==> config.mk <==
export PLATFORM = sky130hd
export DESIGN_NAME = ept_timer
export DESIGN_NICKNAME = d
export VERILOG_FILES = /design/src/shared/ept_pkg.sv /design/src/hw/ept_timer.sv
export SDC_FILE = /design/constraint.sdc
export NUM_CORES = 1
export LEC_CHECK = 0
export BUFFER_PORTS_ARGS = -buffer_cell sky130_fd_sc_hd__buf_2
export CORE_ASPECT_RATIO = 1.5
export CORE_MARGIN = 3
export CORE_UTILIZATION = 45
export DETAILED_ROUTE_END_ITERATION = 8
export PLACE_DENSITY = 0.78
export SYNTH_ARGS = -nofsm -noshare
export SYNTH_HDL_FRONTEND = slang
export SYNTH_SLANG_ARGS = --single-unit
==> constraint.sdc <==
create_clock -name pclk -period 2.2 [get_ports pclk]
set_input_delay 0.11 -clock pclk [delete_from_list [all_inputs] [get_ports pclk]]
set_output_delay 0.11 -clock pclk [all_outputs]
set_load 0.01 [all_outputs]
==> src/shared/ept_pkg.sv <==
// constants, register map and field layout of the eight bit prescaled timer
// assumes a 125 MHz apb clock that also serves as the internal frequency
package ept_pkg;

	// register indices; the byte address on apb is four times the index
	localparam logic [9:0] IDX_PRESCALER_COUNT        = 10'h0D2; // prescaler state
	localparam logic [9:0] IDX_TIMER_COUNT            = 10'h0D3; // count value
	localparam logic [9:0] IDX_TIMER_STATUS_CONTROL   = 10'h0D4; // status and control

	// values after reset and terminal counts
	localparam logic [6:0] PRESCALER_RESET            = 7'h7F;   // also the reload value
	localparam logic [7:0] COUNT_RESET                = 8'hFF;   // also the underflow value
	localparam logic [7:0] COUNT_ZERO                 = 8'h00;   // terminal count
	localparam logic [6:0] PRESCALER_ZERO             = 7'h00;   // prescaler terminal count

	// field positions in timer_status_control
	localparam int         POS_ZERO_FLAG              = 7;
	localparam int         POS_IRQ_ENABLE             = 6;
	localparam int         POS_PIN_DIRECTION_OUT      = 5;
	localparam int         POS_PIN_LEVEL_MODE         = 4;
	localparam int         POS_PRESCALER_RUN          = 3;

	// internal frequency divided by twelve
	localparam int         INTERNAL_DIVIDE            = 12;
	localparam logic [3:0] DIV12_LAST                 = 4'(INTERNAL_DIVIDE - 1);
	localparam logic [3:0] DIV12_RESET                = 4'h0;

	// writable control fields of timer_status_control, bits 6 to 0
	typedef struct packed {
		logic       irq_enable;        // bit 6
		logic       pin_direction_out; // bit 5
		logic       pin_level_mode;    // bit 4
		logic       prescaler_run;     // bit 3
		logic [2:0] divider_select;    // bits 2 to 0
	} ept_ctl_t;

	localparam ept_ctl_t   CTL_RESET                  = 7'h00;

	// operating modes decoded from direction and level bits
	typedef enum logic [1:0] {
		MODE_EVENT,
		MODE_GATED,
		MODE_OUT_LOW,
		MODE_OUT_HIGH
	} ept_mode_t;

endpackage

==> src/hw/ept_timer.sv <==
// eight bit down counter behind a seven bit prescaler with apb register access
// assumes an apb master on pclk and a timer pin from outside the clock domain
//
// Register access over APB was left to the implementer.
`timescale 1ns/100ps
`default_nettype none

// What this block does
// - count value is always an 8-bit downcounter
// - decrement to zero sets zero_flag
// - underflow passes 00h to FFh, flag unchanged
// - interrupt when irq_enable and zero_flag both set
// - interrupt request also serves as wake-up
// - writing 00h count or flag bit sets flag
// - count writes load a new period anytime
// - count write beats a coincident decrement
// - mode decoded from direction and level bits
// - gated mode: divided tick only while pin high
// - event mode: pin rising edge clocks prescaler
// - output mode: divided tick clocks prescaler
// - flag rise latches level, drives pin
// - direction bit makes the pin push-pull output
// - stop freezes timer except event counting
// - run low holds prescaler 7Fh, no counting
// - divider_select picks tap, divide by 2^n
// - prescaler reads in bits 6:0, bit 7 zero
// - prescaler reloads 7Fh after reaching zero
// - prescaler writable while running, 0 to 7Fh
module ept_timer
(
	input  wire logic        pclk,           // apb clock, also the internal frequency
	input  wire logic        presetn,        // asynchronous reset, active low
	input  wire logic        psel,           // apb select
	input  wire logic        penable,        // apb access phase
	input  wire logic        pwrite,         // apb direction, high for write
	input  wire logic [11:0] paddr,          // apb byte address
	input  wire logic [31:0] pwdata,         // apb write data
	output logic      [31:0] prdata,         // apb read data
	output logic             pready,         // apb ready
	output logic             pslverr,        // apb error for unmapped address
	input  wire logic        stop_mode,      // core is in the stop low-power state
	input  wire logic        counter_pin_i,  // level seen on the timer pin
	output logic             counter_pin_o,  // level driven on the timer pin
	output logic             counter_pin_oe, // high while the pin is driven
	output logic             timer_irq       // interrupt and wake-up request
);

	// pin synchroniser and edge memory
	logic             pin_meta_q;     // first stage, read only by the second
	logic             pin_sync_q;     // second stage
	logic             pin_prev_q;     // previous synchronised level
	logic             pin_rise;       // one-cycle rising edge enable

	// divide-by-twelve tick
	logic [3:0]       div12_q;        // tick counter
	logic [3:0]       div12_d;
	logic             tick12;         // one-cycle enable every twelve clocks

	// timer state
	logic [6:0]       psc_q;          // prescaler
	logic [6:0]       psc_d;
	logic [7:0]       count_q;        // count value
	logic [7:0]       count_d;
	logic             zero_flag_q;    // sticky zero flag
	logic             zero_flag_d;
	logic             level_latch_q;  // level latched on flag rise
	logic             level_latch_d;
	ept_pkg::ept_ctl_t ctl_q;         // control fields
	ept_pkg::ept_ctl_t ctl_d;
	logic             irq_d;
	logic             flag_set;       // some cause sets zero_flag this cycle

	// bus state
	logic             pready_d;
	logic             pslverr_d;
	logic [31:0]      prdata_d;

	// decode helpers
	ept_pkg::ept_mode_t mode;         // current operating mode
	logic             psc_en;         // prescaler clock enable
	logic             frozen;         // stop freezes this mode
	logic             cnt_step;       // prescaler tap fires
	logic [6:0]       tap_mask;       // low prescaler bits for the tap
	logic             access;         // apb access completes this edge
	logic             hit_psc;        // address decodes
	logic             hit_cnt;
	logic             hit_tsc;
	logic             wr_psc;         // completed writes
	logic             wr_cnt;
	logic             wr_tsc;

	// two-flop synchroniser, then a third flop for edge detection
	always_ff @(posedge pclk or negedge presetn)
	begin
		if (!presetn)
		begin
			pin_meta_q <= 1'b0;
			pin_sync_q <= 1'b0;
			pin_prev_q <= 1'b0;
		end
		else
		begin
			pin_meta_q <= counter_pin_i;
			pin_sync_q <= pin_meta_q;
			pin_prev_q <= pin_sync_q;
		end
	end

	// rising edge of the synchronised pin
	assign pin_rise = pin_sync_q & ~pin_prev_q;

	// next value of the divide-by-twelve counter
	always_comb
	begin
		tick12 = (div12_q == ept_pkg::DIV12_LAST);
		if (tick12)
			div12_d = ept_pkg::DIV12_RESET;
		else
			div12_d = div12_q + 4'h1;
	end

	// register the divider
	always_ff @(posedge pclk or negedge presetn)
	begin
		if (!presetn)
			div12_q <= ept_pkg::DIV12_RESET;
		else
			div12_q <= div12_d;
	end

	// mode decode and prescaler clock source
	always_comb
	begin
		mode   = ept_pkg::ept_mode_t'({ctl_q.pin_direction_out, ctl_q.pin_level_mode});
		psc_en = 1'b0;
		frozen = 1'b0;
		unique case (mode)
			ept_pkg::MODE_EVENT:
			begin
				psc_en = pin_rise;
				frozen = 1'b0;
			end
			ept_pkg::MODE_GATED:
			begin
				psc_en = tick12 & pin_sync_q;
				frozen = stop_mode;
			end
			ept_pkg::MODE_OUT_LOW, ept_pkg::MODE_OUT_HIGH:
			begin
				psc_en = tick12;
				frozen = stop_mode;
			end
		endcase
		// tap: count steps when the low n prescaler bits are all zero
		tap_mask = 7'((8'h01 << ctl_q.divider_select) - 8'h01);
		cnt_step = ctl_q.prescaler_run & psc_en & ~frozen
			& ((psc_q & tap_mask) == ept_pkg::PRESCALER_ZERO);
	end

	// apb decode; registers sit at four times their index
	always_comb
	begin
		access  = psel & penable & pready;
		hit_psc = (paddr[11:2] == ept_pkg::IDX_PRESCALER_COUNT);
		hit_cnt = (paddr[11:2] == ept_pkg::IDX_TIMER_COUNT);
		hit_tsc = (paddr[11:2] == ept_pkg::IDX_TIMER_STATUS_CONTROL);
		wr_psc  = access & pwrite & hit_psc;
		wr_cnt  = access & pwrite & hit_cnt;
		wr_tsc  = access & pwrite & hit_tsc;
	end

	// next timer state
	always_comb
	begin
		psc_d         = psc_q;
		count_d       = count_q;
		zero_flag_d   = zero_flag_q;
		ctl_d         = ctl_q;
		level_latch_d = level_latch_q;
		flag_set      = 1'b0;
		// prescaler
		if (!ctl_q.prescaler_run)
			psc_d = ept_pkg::PRESCALER_RESET;
		else if (wr_psc)
			psc_d = pwdata[6:0];
		else if (psc_en && !frozen)
		begin
			if (psc_q == ept_pkg::PRESCALER_ZERO)
				psc_d = ept_pkg::PRESCALER_RESET;
			else
				psc_d = psc_q - 7'h01;
		end
		// counter; a write wins over a coincident decrement
		if (wr_cnt)
		begin
			count_d = pwdata[7:0];
			if (pwdata[7:0] == ept_pkg::COUNT_ZERO)
				flag_set = 1'b1;
		end
		else if (cnt_step)
		begin
			if (count_q == ept_pkg::COUNT_ZERO)
				count_d = ept_pkg::COUNT_RESET;
			else
			begin
				count_d = count_q - 8'h01;
				if (count_q == 8'h01)
					flag_set = 1'b1;
			end
		end
		// control writes; software may clear the flag but a set wins
		if (wr_tsc)
		begin
			ctl_d = ept_pkg::ept_ctl_t'(pwdata[6:0]);
			if (pwdata[ept_pkg::POS_ZERO_FLAG])
				flag_set = 1'b1;
			else
				zero_flag_d = 1'b0;
		end
		// a set beats a coincident clear, even while the flag already stands
		if (flag_set)
			zero_flag_d = 1'b1;
		// latch the level on every rise of the flag
		if (zero_flag_d && !zero_flag_q)
			level_latch_d = ctl_d.pin_level_mode;
		// request while flag and enable are both set, not gated by stop
		irq_d = zero_flag_d & ctl_d.irq_enable;
	end

	// register the timer state
	always_ff @(posedge pclk or negedge presetn)
	begin
		if (!presetn)
		begin
			psc_q          <= ept_pkg::PRESCALER_RESET;
			count_q        <= ept_pkg::COUNT_RESET;
			zero_flag_q    <= 1'b0;
			ctl_q          <= ept_pkg::CTL_RESET;
			level_latch_q  <= 1'b0;
			timer_irq      <= 1'b0;
			counter_pin_o  <= 1'b0;
			counter_pin_oe <= 1'b0;
		end
		else
		begin
			psc_q          <= psc_d;
			count_q        <= count_d;
			zero_flag_q    <= zero_flag_d;
			ctl_q          <= ctl_d;
			level_latch_q  <= level_latch_d;
			timer_irq      <= irq_d;
			counter_pin_o  <= level_latch_d;
			counter_pin_oe <= ctl_d.pin_direction_out;
		end
	end

	// bus answer: one wait state, data and error with ready
	always_comb
	begin
		pready_d  = psel & penable & ~pready;
		pslverr_d = 1'b0;
		prdata_d  = 32'h0000_0000;
		if (pready_d)
		begin
			if (hit_psc)
				prdata_d = {25'h0000000, psc_q};
			else if (hit_cnt)
				prdata_d = {24'h000000, count_q};
			else if (hit_tsc)
				prdata_d = {24'h000000, zero_flag_q, ctl_q};
			else
				pslverr_d = 1'b1;                           // unmapped
		end
	end

	// register the bus answer
	always_ff @(posedge pclk or negedge presetn)
	begin
		if (!presetn)
		begin
			pready  <= 1'b0;
			pslverr <= 1'b0;
			prdata  <= 32'h0000_0000;
		end
		else
		begin
			pready  <= pready_d;
			pslverr <= pslverr_d;
			prdata  <= prdata_d;
		end
	end

endmodule // ept_timer

`default_nettype wire

==> impl_metrics.py, run 1 <==
metrics = {
    "setup_path": {
        "startpoint": "ctl_q[2]",
        "critPathMaxFanout": 6,
        "crit_required_ps": 2440,
        "r2r-end": "timer_irq",
        "max_stage_delay_ps": 410,
        "cp-endpoint": "timer_irq",
        "r2r_setup_slack_ps": 70,
        "critPathArrivalTime_ps": 2370,
        "critPathCaptureType": "register",
        "start_kind": "register",
        "r2r-start": "ctl_q[2]",
        "critPathKind": "reg2reg",
        "critPathSlowestCell": "dfrtp_1",
        "r2r_cells": 8,
        "path_cells": "a21o_1 -> a221o_1 -> a221oi_4 -> buf_6 -> nand3b_4 -> buf_4 -> o211ai_1 -> and2_1",
    },
    "yosys": {
        "postSynthCellCount": 283,
        "ys_ff_latch": 42,
        "synth_warnings": 0,
        "synth.distinct_cells": 54,
        "netlist_area_sq_mm": 0.00252,
        "syn_avg_cell_area_sq_um": 8.90,
        "async_flop_share_pct": 100,
        "synth-edff-count": 0,
        "ys_seq_area_share_pct": 42.5,
        "synth_ff_type": "dfrtp_1",
    },
    "placement": {
        "hpwl_um": 4570,
        "post-place-ws_ps": 80.6,
        "globalplace.congestion": 0.929,
        "io_buffer_count": 37,
    },
    "final_layout": {
        "drive_above_1_share_pct": 27.0,
        "antenna_cells": 0,
        "area_growth_pct": 16.2,
        "fin_nets": 392,
        "final_common_cell": "nand2_1",
        "fillers": 492,
        "final_cell_mix": "51 x nand2_1, 37 x buf_2, 27 x dfrtp_1",
    },
    "floorplan": {
        "die_height_um": 97.7,
        "rows": 32,
        "die_area_sq_mm": 0.00655,
        "initial_core_util_pct": 47.7,
        "coreArea_sq_mm": 0.00529,
        "die_width_um": 67.1,
        "io_pins": 88,
    },
    "sta": {
        "min_period_over_period_pct": 96.8,
        "timing.hold.ws_ps": 61.8,
        "slew_headroom_pct": 39.4,
        "setup_slack_ps": 71.1,
        "maxSlewViolCount": 0,
        "fin_skew_ps": 7.82,
        "worstMarginPinSlew_ps": 909,
        "fmax_mhz": 470,
        "hold_viol_final": 0,
        "setup_viol_count_final": 0,
        "period_minus_slack_ps": 2130,
    },
    "power_and_ir_drop": {
        "switching_share_pct": 23.1,
        "peakVddDrop_mv": 0.300,
        "p_switching_w": 0.000344,
        "pwr-share-seq_pct": 52.5,
        "clockPowerShare_pct": 40.3,
        "power_leakage_nw": 1.36,
        "power-per-cell-area_mw_per_mm2": 508,
        "internal-power_w": 0.00114,
        "combPwrFrac_pct": 7.2,
    },
    "global_routing": {
        "gr-usage-met2_pct": 32.4,
        "grt_busiest_layer": "met2",
        "grt_pass1_vias": 1986,
        "grt_max_degree": 43,
        "grt_util_met3_pct": 2.89,
        "grt.overflow.total": 0,
        "met1_usage_pct": 22.6,
        "grt.total_usage_pct": 19.1,
        "antenna_found_initial": 0,
        "grt_pass1_wl_um": 9540,
    },
    "route": {
        "drtIter0Drc": 147,
        "vias_per_cell": 5.50,
        "drc": 0,
        "routed_wl_um": 6110,
        "first_pass_iters": 4,
        "vias": 2228,
        "antenna_left": 0,
        "avgRoutedWirePerCell_um": 15.1,
    },
    "cts": {
        "root_buffer": "clkbuf_8",
        "cts_buffer_depth": 2,
        "cts-buffers-inserted": 5,
        "h-tree-depth": 2,
        "insertion_delay_ps": 300,
        "cts.sinks": 42,
        "cts_tree": "done",
        "cts.clk_slew.worst_paths_ps": 80,
    },
    "worst_hold_path": {
        "hold_class": "in2reg",
    },
    "outcome": {
        "outcome": "complete, no violations",
    },
    "flow_run": {
        "maxCapViolCount": 0,
    },
}
[worst max-delay path, delay by kind of cell (launching register included)]
family	cells	cell delay (ps)
buffers and inverters	2	310
DFF	1	410
and+or+nand+nor	2	240
AOI/OAI and AO/OA	4	1110
[sequential cells by signal, indices dropped and copies added, names as in the netlist]
signal and cells:
ctl_q 7, level_latch_q 1, pready 1, div12_q 4, timer_irq 1, psc_q 7, zero_flag_q 1, pin_sync_q 1
count_q 8, prdata 8, pslverr 1, pin_prev_q 1, pin_meta_q 1
[power by group through the flow]
stage / registers, W / clock network (W) / logic (W)
floorplan: 0.000796 / 0 / 0.0000795
global placement: 0.000795 / 0 / 0.000102
detailed placement: 0.000795 / 0 / 0.000103
CTS: 0.000781 / 0.000607 / 0.000107
global route: 0.000782 / 0.000650 / 0.000121
finish: 0.000781 / 0.000600 / 0.000108
[logic make-up after synthesis]
kind of cell / synth area share [%]
other: 0.149
buffers and inverters: 11.1
and+or+nand+nor: 22.0
muxes: 2.93
DFF: 42.5
adders and majority gates: 2.48
xor gates and xnor gates: 1.39
AOI/OAI and AO/OA: 17.5
[worst min-delay path by stage]
stage / startpoint / endpoint / slack, ps / cells after the start
after floorplan: presetn / ctl_q[0] / -190 / 0
after global placement: counter_pin_i / pin_meta_q / 220 / 1
after detailed placement: counter_pin_i / pin_meta_q / 220 / 1
after CTS: pwdata[1] / count_q[1] / 60 / 3
after global routing: pwdata[1] / ctl_q[1] / 70 / 3
final: pwdata[1] / count_q[1] / 60 / 3
[metrics by stage]
| stage | instance area (sq um) | cells | total power (W) | TNS (ps) | util, % |
|---|---|---|---|---|---|
| after floorplan | 2610 | 306 | 0.000875 | 0 | - |
| after global placement | 2760 | 391 | 0.000897 | 0 | 52.2 |
| after detailed placement | 2760 | 391 | 0.000899 | 0 | 52.2 |
| after CTS | 2890 | 401 | 0.00149 | 0 | 54.6 |
| after global routing | 2930 | 405 | 0.00155 | -10.4 | 55.4 |
| final | 2930 | 405 | 0.00149 | 0 | 55.4 |
[per-layer routing]
layer	share of wire, %	up-vias
li1	-	1056
met2	52	83
met1	38	1071
met4	3.9	0
met3	5.8	18
met5	0	-
[Yosys cell counts (3+ instances only)]
library cell	n	area share, %
a21oi_1	8	1.6
a22oi_1	4	1.2
buf_4	24	7.1
clkbuf_1	9	1.3
dfrtp_1	27	27
dfstp_2	15	16
ha_1	5	2.5
inv_1	13	1.9
mux2_2	3	1.3
mux2i_1	4	1.6
nand2_1	51	7.6
nand3_1	6	1.2
nor2_1	22	3.3
nor3_1	10	2.0
nor4_1	3	0.74
o211ai_1	8	2.4
o21ai_0	11	2.2
o22ai_1	6	1.5
or3_1	3	0.74
xnor2_1	4	1.4
[cell type report]
class	instances	area [sq um]	area share (%)
Timing Repair Buffer	58	352	12.0
Clock buffer	5	68.8	2.35
Inverter	13	48.8	1.67
Clock inverter	3	40.0	1.37
Sequential cell	42	1070	36.5
Tap cell	68	85.1	2.91
Multi-Input combinational cell	216	1260	43.2
[timing repair]
item	CTS	global route
setup endpoints to repair	0	13
gates resized for setup	0	3
hold buffers	2	0
endpoints found under the hold margin	28	0
setup buffers	0	4
(Power assumes the default switching activity.)
==> inputs of run 2 (changes only) <==
--- a/config.mk
+++ b/config.mk
@@ -5,12 +5,13 @@
 export SDC_FILE = /design/constraint.sdc
 export NUM_CORES = 1
 export LEC_CHECK = 0
+export ABC_AREA = 1
 export BUFFER_PORTS_ARGS = -buffer_cell sky130_fd_sc_hd__buf_2
 export CORE_ASPECT_RATIO = 1.5
 export CORE_MARGIN = 3
 export CORE_UTILIZATION = 45
 export DETAILED_ROUTE_END_ITERATION = 8
-export PLACE_DENSITY = 0.78
+export PLACE_DENSITY_LB_ADDON = 0.15
 export SYNTH_ARGS = -nofsm -noshare
 export SYNTH_HDL_FRONTEND = slang
 export SYNTH_SLANG_ARGS = --single-unit
==> impl_metrics.py, run 2 <==
metrics = {
    "outcome": {
        "outcome": "complete, no violations",
    },
    "final_layout": {
        "final_common_cell": "nand2_1",
        "area_growth_pct": 9.69,
        "fin_nets": 461,
        "final_cell_mix": "76 x nand2_1, 37 x inv_1, 37 x buf_2",
        "antenna_cells": 0,
        "reg.largest.list": "count_q x8, prdata x8",
        "drive_above_1_share_pct": 26.6,
    },
    "floorplan": {
        "die_height_um": 103,
        "rows": 34,
        "coreArea_sq_mm": 0.00591,
        "die_area_sq_mm": 0.00726,
        "die_width_um": 70.6,
        "io_pins": 88,
        "initial_core_util_pct": 47.6,
    },
    "yosys": {
        "synth_top_area_share_pct": 24.0,
        "ys_ff_latch": 42,
        "synth_warnings": 0,
        "synth_compound_gate_area_share_pct": 14.4,
        "synth-edff-count": 0,
        "postSynthCellCount": 361,
        "synth.distinct_cells": 40,
        "yosys.area.top_type": "dfrtp_1",
        "synth_fa_ha_area_share_pct": 2.22,
        "ys_top_cells_by_count": "76 x nand2_1, 37 x inv_1, 34 x nor2_1",
        "synth_most_common_cell": "nand2_1",
        "async_flop_share_pct": 100,
        "ys_seq_area_share_pct": 38.0,
        "synth.area.mux_share_pct": 0,
        "synth_area_leaders": "dfrtp_1 24%, dfstp_2 14%, nand2_1 10%, buf_4 6.7%, o21ai_0 5.3%",
        "netlist_area_sq_mm": 0.00282,
        "syn_avg_cell_area_sq_um": 7.80,
        "synth_ff_type": "dfrtp_1",
        "synth_top_family_by_area": "simple AND/OR/NAND/NOR gates",
        "synth-xor-area-share_pct": 0.933,
        "synthSimpleGateAreaFrac_pct": 30.1,
    },
    "setup_path": {
        "crit_required_ps": 2430,
        "worst-path-buf-inv": 0,
        "start_kind": "register",
        "path_delay_family": "compound AO/OA/AOI/OAI gates",
        "critPathArrivalTime_ps": 2010,
        "r2r_cells": 7,
        "critPathSlowestCell": "o21ai_4",
        "r2r-start": "div12_q[0]",
        "r2r_setup_slack_ps": 420,
        "critPathMaxFanout": 16,
        "critPathKind": "reg2reg",
        "max_stage_delay_ps": 440,
        "critPathCaptureType": "register",
        "path_cells": "ha_1 -> nand3_1 -> o21bai_2 -> nand3_2 -> o21ai_4 -> nand2_1 -> o22ai_1",
        "r2r-end": "count_q[6]",
    },
    "power_and_ir_drop": {
        "power_leakage_nw": 1.61,
        "peakVddDrop_mv": 0.361,
        "power-per-cell-area_mw_per_mm2": 594,
        "power_w": 0.00184,
    },
    "global_routing": {
        "grt.total_usage_pct": 19.1,
        "grt_max_degree": 18,
        "antenna_found_initial": 0,
        "grt.overflow.total": 0,
        "grt_pass1_vias": 2377,
        "grt_pass1_wl_um": 10900,
    },
    "sta": {
        "fmax_mhz": 561,
        "fin_skew_ps": 3.59,
        "final.setup.tns_ps": 0,
        "timing.hold.ws_ps": 75.4,
        "maxSlewViolCount": 0,
        "setup_viol_count_final": 0,
        "period_minus_slack_ps": 1780,
        "worstMarginPinSlew_ps": 546,
        "rsz0062_at_grt": "no",
        "min_period_over_period_pct": 81.0,
        "slew_headroom_pct": 63.4,
        "hold_viol_final": 0,
    },
    "cts": {
        "cts.sinks": 42,
        "cts_tree": "done",
        "h-tree-depth": 2,
        "post_cts_resized": 0,
        "cts_buffer_depth": 2,
        "cts.clk_slew.worst_paths_ps": 80,
        "insertion_delay_ps": 300,
        "cts-buffers-inserted": 5,
        "root_buffer": "clkbuf_8",
    },
    "route": {
        "vias_per_cell": 5.09,
        "vias": 2432,
        "routed_wl_um": 6530,
        "antenna_left": 0,
        "drc": 0,
        "first_pass_iters": 4,
        "avgRoutedWirePerCell_um": 13.7,
        "drtIter0Drc": 120,
    },
    "placement": {
        "globalplace.congestion": 0.882,
        "hpwl_um": 5170,
        "io_buffer_count": 37,
    },
    "worst_hold_path": {
        "min_to": "ctl_q[1]",
        "hold_class": "in2reg",
        "hold_path.startpoint": "pwdata[1]",
        "hold_depth": 3,
    },
    "flow_run": {
        "maxCapViolCount": 0,
    },
}
==> run 2: changes by cell type after synthesis, sizes merged, moves of 7 or more <==
cell / previous run / this run
inv: 13 / 45
o21ai: 11 / 42
nand2: 51 / 87
nor3: 11 / 4
nand3: 6 / 23
clkbuf: 9 / 0
nor2: 22 / 43
==> run 2: per-stage QoR <==
step / utilization (%) / std cells / cell area [sq um] / setup slack (ps)
after floorplan: - / 384 / 2900 / 672
after global placement: 50.4 / 468 / 2980 / 448
after detailed placement: 50.4 / 468 / 2980 / 428
after CTS: 52.2 / 478 / 3090 / 410
after global routing: 52.2 / 478 / 3090 / 240
final: 52.2 / 478 / 3090 / 419
==> run 2: worst reg2reg max path, cell delays in order, from the launching register on <==
cell and delay [ps]:
dfrtp_1 380, ha_1 220, nand3_1 120, o21bai_2 160, nand3_2 140, o21ai_4 440, nand2_1 110, o22ai_1 140
==> run 2: final cells by class <==
type,instances,area (sq um)
Inverter,47,178
Sequential cell,42,1070
Tap cell,72,90.1
Fill cell,600,2830
Timing Repair Buffer,42,228
Clock buffer,5,68.8
Clock inverter,3,21.3
Multi-Input combinational cell,267,1430
==> run 2: per-layer routing <==
metal / track usage, % / wire length (um)
met1: 22.9 / 2640
met2: 34.3 / 3380
met3: 2.93 / 393
met4: 7.81 / 112
met5: 0 / 0
==> run 2: worst max-delay path by stage <==
stage	from	end	slack (ps)	depth (start not counted)
finish	div12_q[0]	count_q[6]	420	7
global route	count_q[1]	level_latch_q	240	12
CTS	div12_q[0]	count_q[6]	410	7
detailed placement	div12_q[0]	count_q[3]	430	8
global placement	div12_q[0]	count_q[3]	450	7
floorplan	count_q[0]	level_latch_q	670	12
==> run 2: cell families after synthesis <==
kind of cell	count (synthesis)
DFF	42
adders and majority gates	5
other	1
AOI/OAI and AO/OA	68
buffers and inverters	75
xor gates and xnor gates	3
and+or+nand+nor	167
==> run 2: repair_timing <==
item | CTS | global route
endpoints found under the hold margin | 11 | 0
setup buffers | 0 | 0
hold buffers | 2 | 0
==> run 2: power by group <==
part           total [W]  switching [W]  internal, W
registers       0.000932      0.0000681     0.000863
clock network   0.000516       0.000293     0.000223
logic           0.000388       0.000239     0.000149
total            0.00184       0.000600      0.00124
==> inputs of run 3 (changes only) <==
==> constraint.sdc (replaced) <==
create_clock -name pclk -period 1.55 [get_ports pclk]
set_input_delay 0.0775 -clock pclk [delete_from_list [all_inputs] [get_ports pclk]]
set_output_delay 0.0775 -clock pclk [all_outputs]
set_load 0.01 [all_outputs]
==> impl_metrics.py, run 3 (synthesized netlist as in run 2, its figures left out) <==
metrics = {
    "setup_path": {
        "r2r_setup_slack_ps": 3,
        "cp-endpoint": "count_q[6]",
        "r2r-end": "count_q[6]",
        "critPathCaptureType": "register",
        "critPathMaxFanout": 7,
        "crit_required_ps": 1780,
        "r2r_cells": 8,
        "start_kind": "register",
        "startpoint": "psc_q[0]",
        "critPathArrivalTime_ps": 1780,
        "r2r-start": "psc_q[0]",
        "critPathKind": "reg2reg",
    },
    "route": {
        "drtIter0Drc": 150,
        "vias_per_cell": 5.08,
        "drc": 0,
        "avgRoutedWirePerCell_um": 14.2,
        "routed_wl_um": 7330,
        "vias": 2617,
        "antenna_left": 0,
        "first_pass_iters": 5,
    },
    "final_layout": {
        "area_growth_pct": 25.9,
        "multi_input_area_sq_mm": 0.00158,
        "final_common_cell": "nand2_1",
        "final_cell_mix": "63 x nand2_1, 37 x buf_2, 37 x buf_4",
        "finalCoreUtilization_pct": 59.9,
        "antenna_cells": 0,
        "drive_above_1_share_pct": 40.4,
        "fin_nets": 498,
        "regArea_sq_mm": 0.00107,
        "reg.largest.list": "count_q x8, prdata x8",
        "fillers": 539,
    },
    "global_routing": {
        "grt_max_degree": 26,
        "grt.overflow.total": 0,
        "grt_pass1_vias": 2437,
        "antenna_found_initial": 0,
        "grt_pass1_wl_um": 11600,
        "grt.total_usage_pct": 20.3,
    },
    "sta": {
        "min_period_over_period_pct": 99.8,
        "setup_slack_ps": 3.15,
        "final.setup.tns_ps": 0,
        "rsz0062_at_grt": "yes",
        "period_minus_slack_ps": 1550,
        "fmax_mhz": 646,
        "maxSlewViolCount": 0,
        "fin_skew_ps": 11.1,
        "hold_viol_final": 0,
        "setup_viol_count_final": 0,
    },
    "cts": {
        "cts_tree": "done",
        "cts_buffer_depth": 2,
        "cts.clk_slew.worst_paths_ps": 90,
        "root_buffer": "clkbuf_8",
        "cts.sinks": 42,
        "insertion_delay_ps": 300,
        "h-tree-depth": 2,
        "cts-buffers-inserted": 5,
    },
    "placement": {
        "post-place-ws_ps": -95.1,
        "globalplace.congestion": 0.886,
        "io_buffer_count": 37,
        "hpwl_um": 5560,
    },
    "power_and_ir_drop": {
        "power_w": 0.00280,
        "power_leakage_nw": 1.80,
        "power-per-cell-area_mw_per_mm2": 791,
        "peakVddDrop_mv": 0.503,
    },
    "floorplan": {
        "initial_core_util_pct": 47.6,
        "io_pins": 88,
        "die_height_um": 103,
        "rows": 34,
        "die_width_um": 70.6,
        "die_area_sq_mm": 0.00726,
        "coreArea_sq_mm": 0.00591,
    },
    "flow_run": {
        "maxCapViolCount": 0,
    },
    "worst_hold_path": {
        "hold_class": "in2reg",
    },
    "outcome": {
        "outcome": "complete, no violations",
    },
}
## run 3: changes by cell type in the layout (fill, tap and decap cells not counted), moves of 3 or more
cell and change:
nand3_4 +3, nand2_2 +12, a21oi_1 -3, nor2_2 +4
o21ai_0 -3, inv_2 +4, inv_1 -5, nor2_1 -6
nand2_1 -13, buf_4 +34, ha_1 -4
## run 3: through the flow
step | hold WS, ps | instances | cell area [sq um]
final | 53.1 | 515 | 3540
after global routing | 61.9 | 515 | 3540
after CTS | 44.4 | 502 | 3320
after detailed placement | 55.3 | 491 | 3160
after global placement | 45.3 | 491 | 3160
after floorplan | -218 | 384 | 2900
## run 3: area by class of cell
type	instances	area share, %
Multi-Input combinational cell	267	44.7
Sequential cell	42	30.2
Timing Repair Buffer	79	14.8
Inverter	47	5.15
Tap cell	72	2.54
Clock buffer	5	1.94
Clock inverter	3	0.706
## run 3: critical path, stage by stage, from the launching register on
cell     delay (ps)
dfstp_2         570
inv_4            50
buf_4           140
a21oi_4         170
nor2_4           60
nand3_4          70
o21ai_4         100
buf_4           170
o22ai_1         150
## run 3: report_power, final
group          switching (W)  leakage (nW)  internal [W]
registers           0.000106         0.501       0.00123
logic               0.000417          1.26      0.000298
clock network       0.000430        0.0447      0.000326
## run 3: worst min-delay path by stage
stage | from | to | slack, ps | cells after the start
global placement | presetn | ctl_q[2] | 50 | 1
finish | pwdata[0] | ctl_q[0] | 50 | 3
floorplan | presetn | ctl_q[0] | -220 | 0
CTS | pwdata[0] | ctl_q[0] | 40 | 3
global route | pwdata[1] | psc_q[1] | 60 | 3
detailed placement | presetn | ctl_q[0] | 60 | 1
## run 3: what timing repair did
item,4_1_cts,5_1_grt
setup buffers,1,13
pin swaps,6,17
hold endpoints to repair,7,0
endpoints found under the setup margin,9,19
resized for setup,10,42
hold buffers,2,0
## run 3: layer usage
layer	up-vias	wire, um	GRT usage (%)
met2	91	3820	38.0
met3	13	363	3.02
met1	1223	2980	23.8
met4	0	165	6.66
li1	1290	-	-
met5	-	0	0
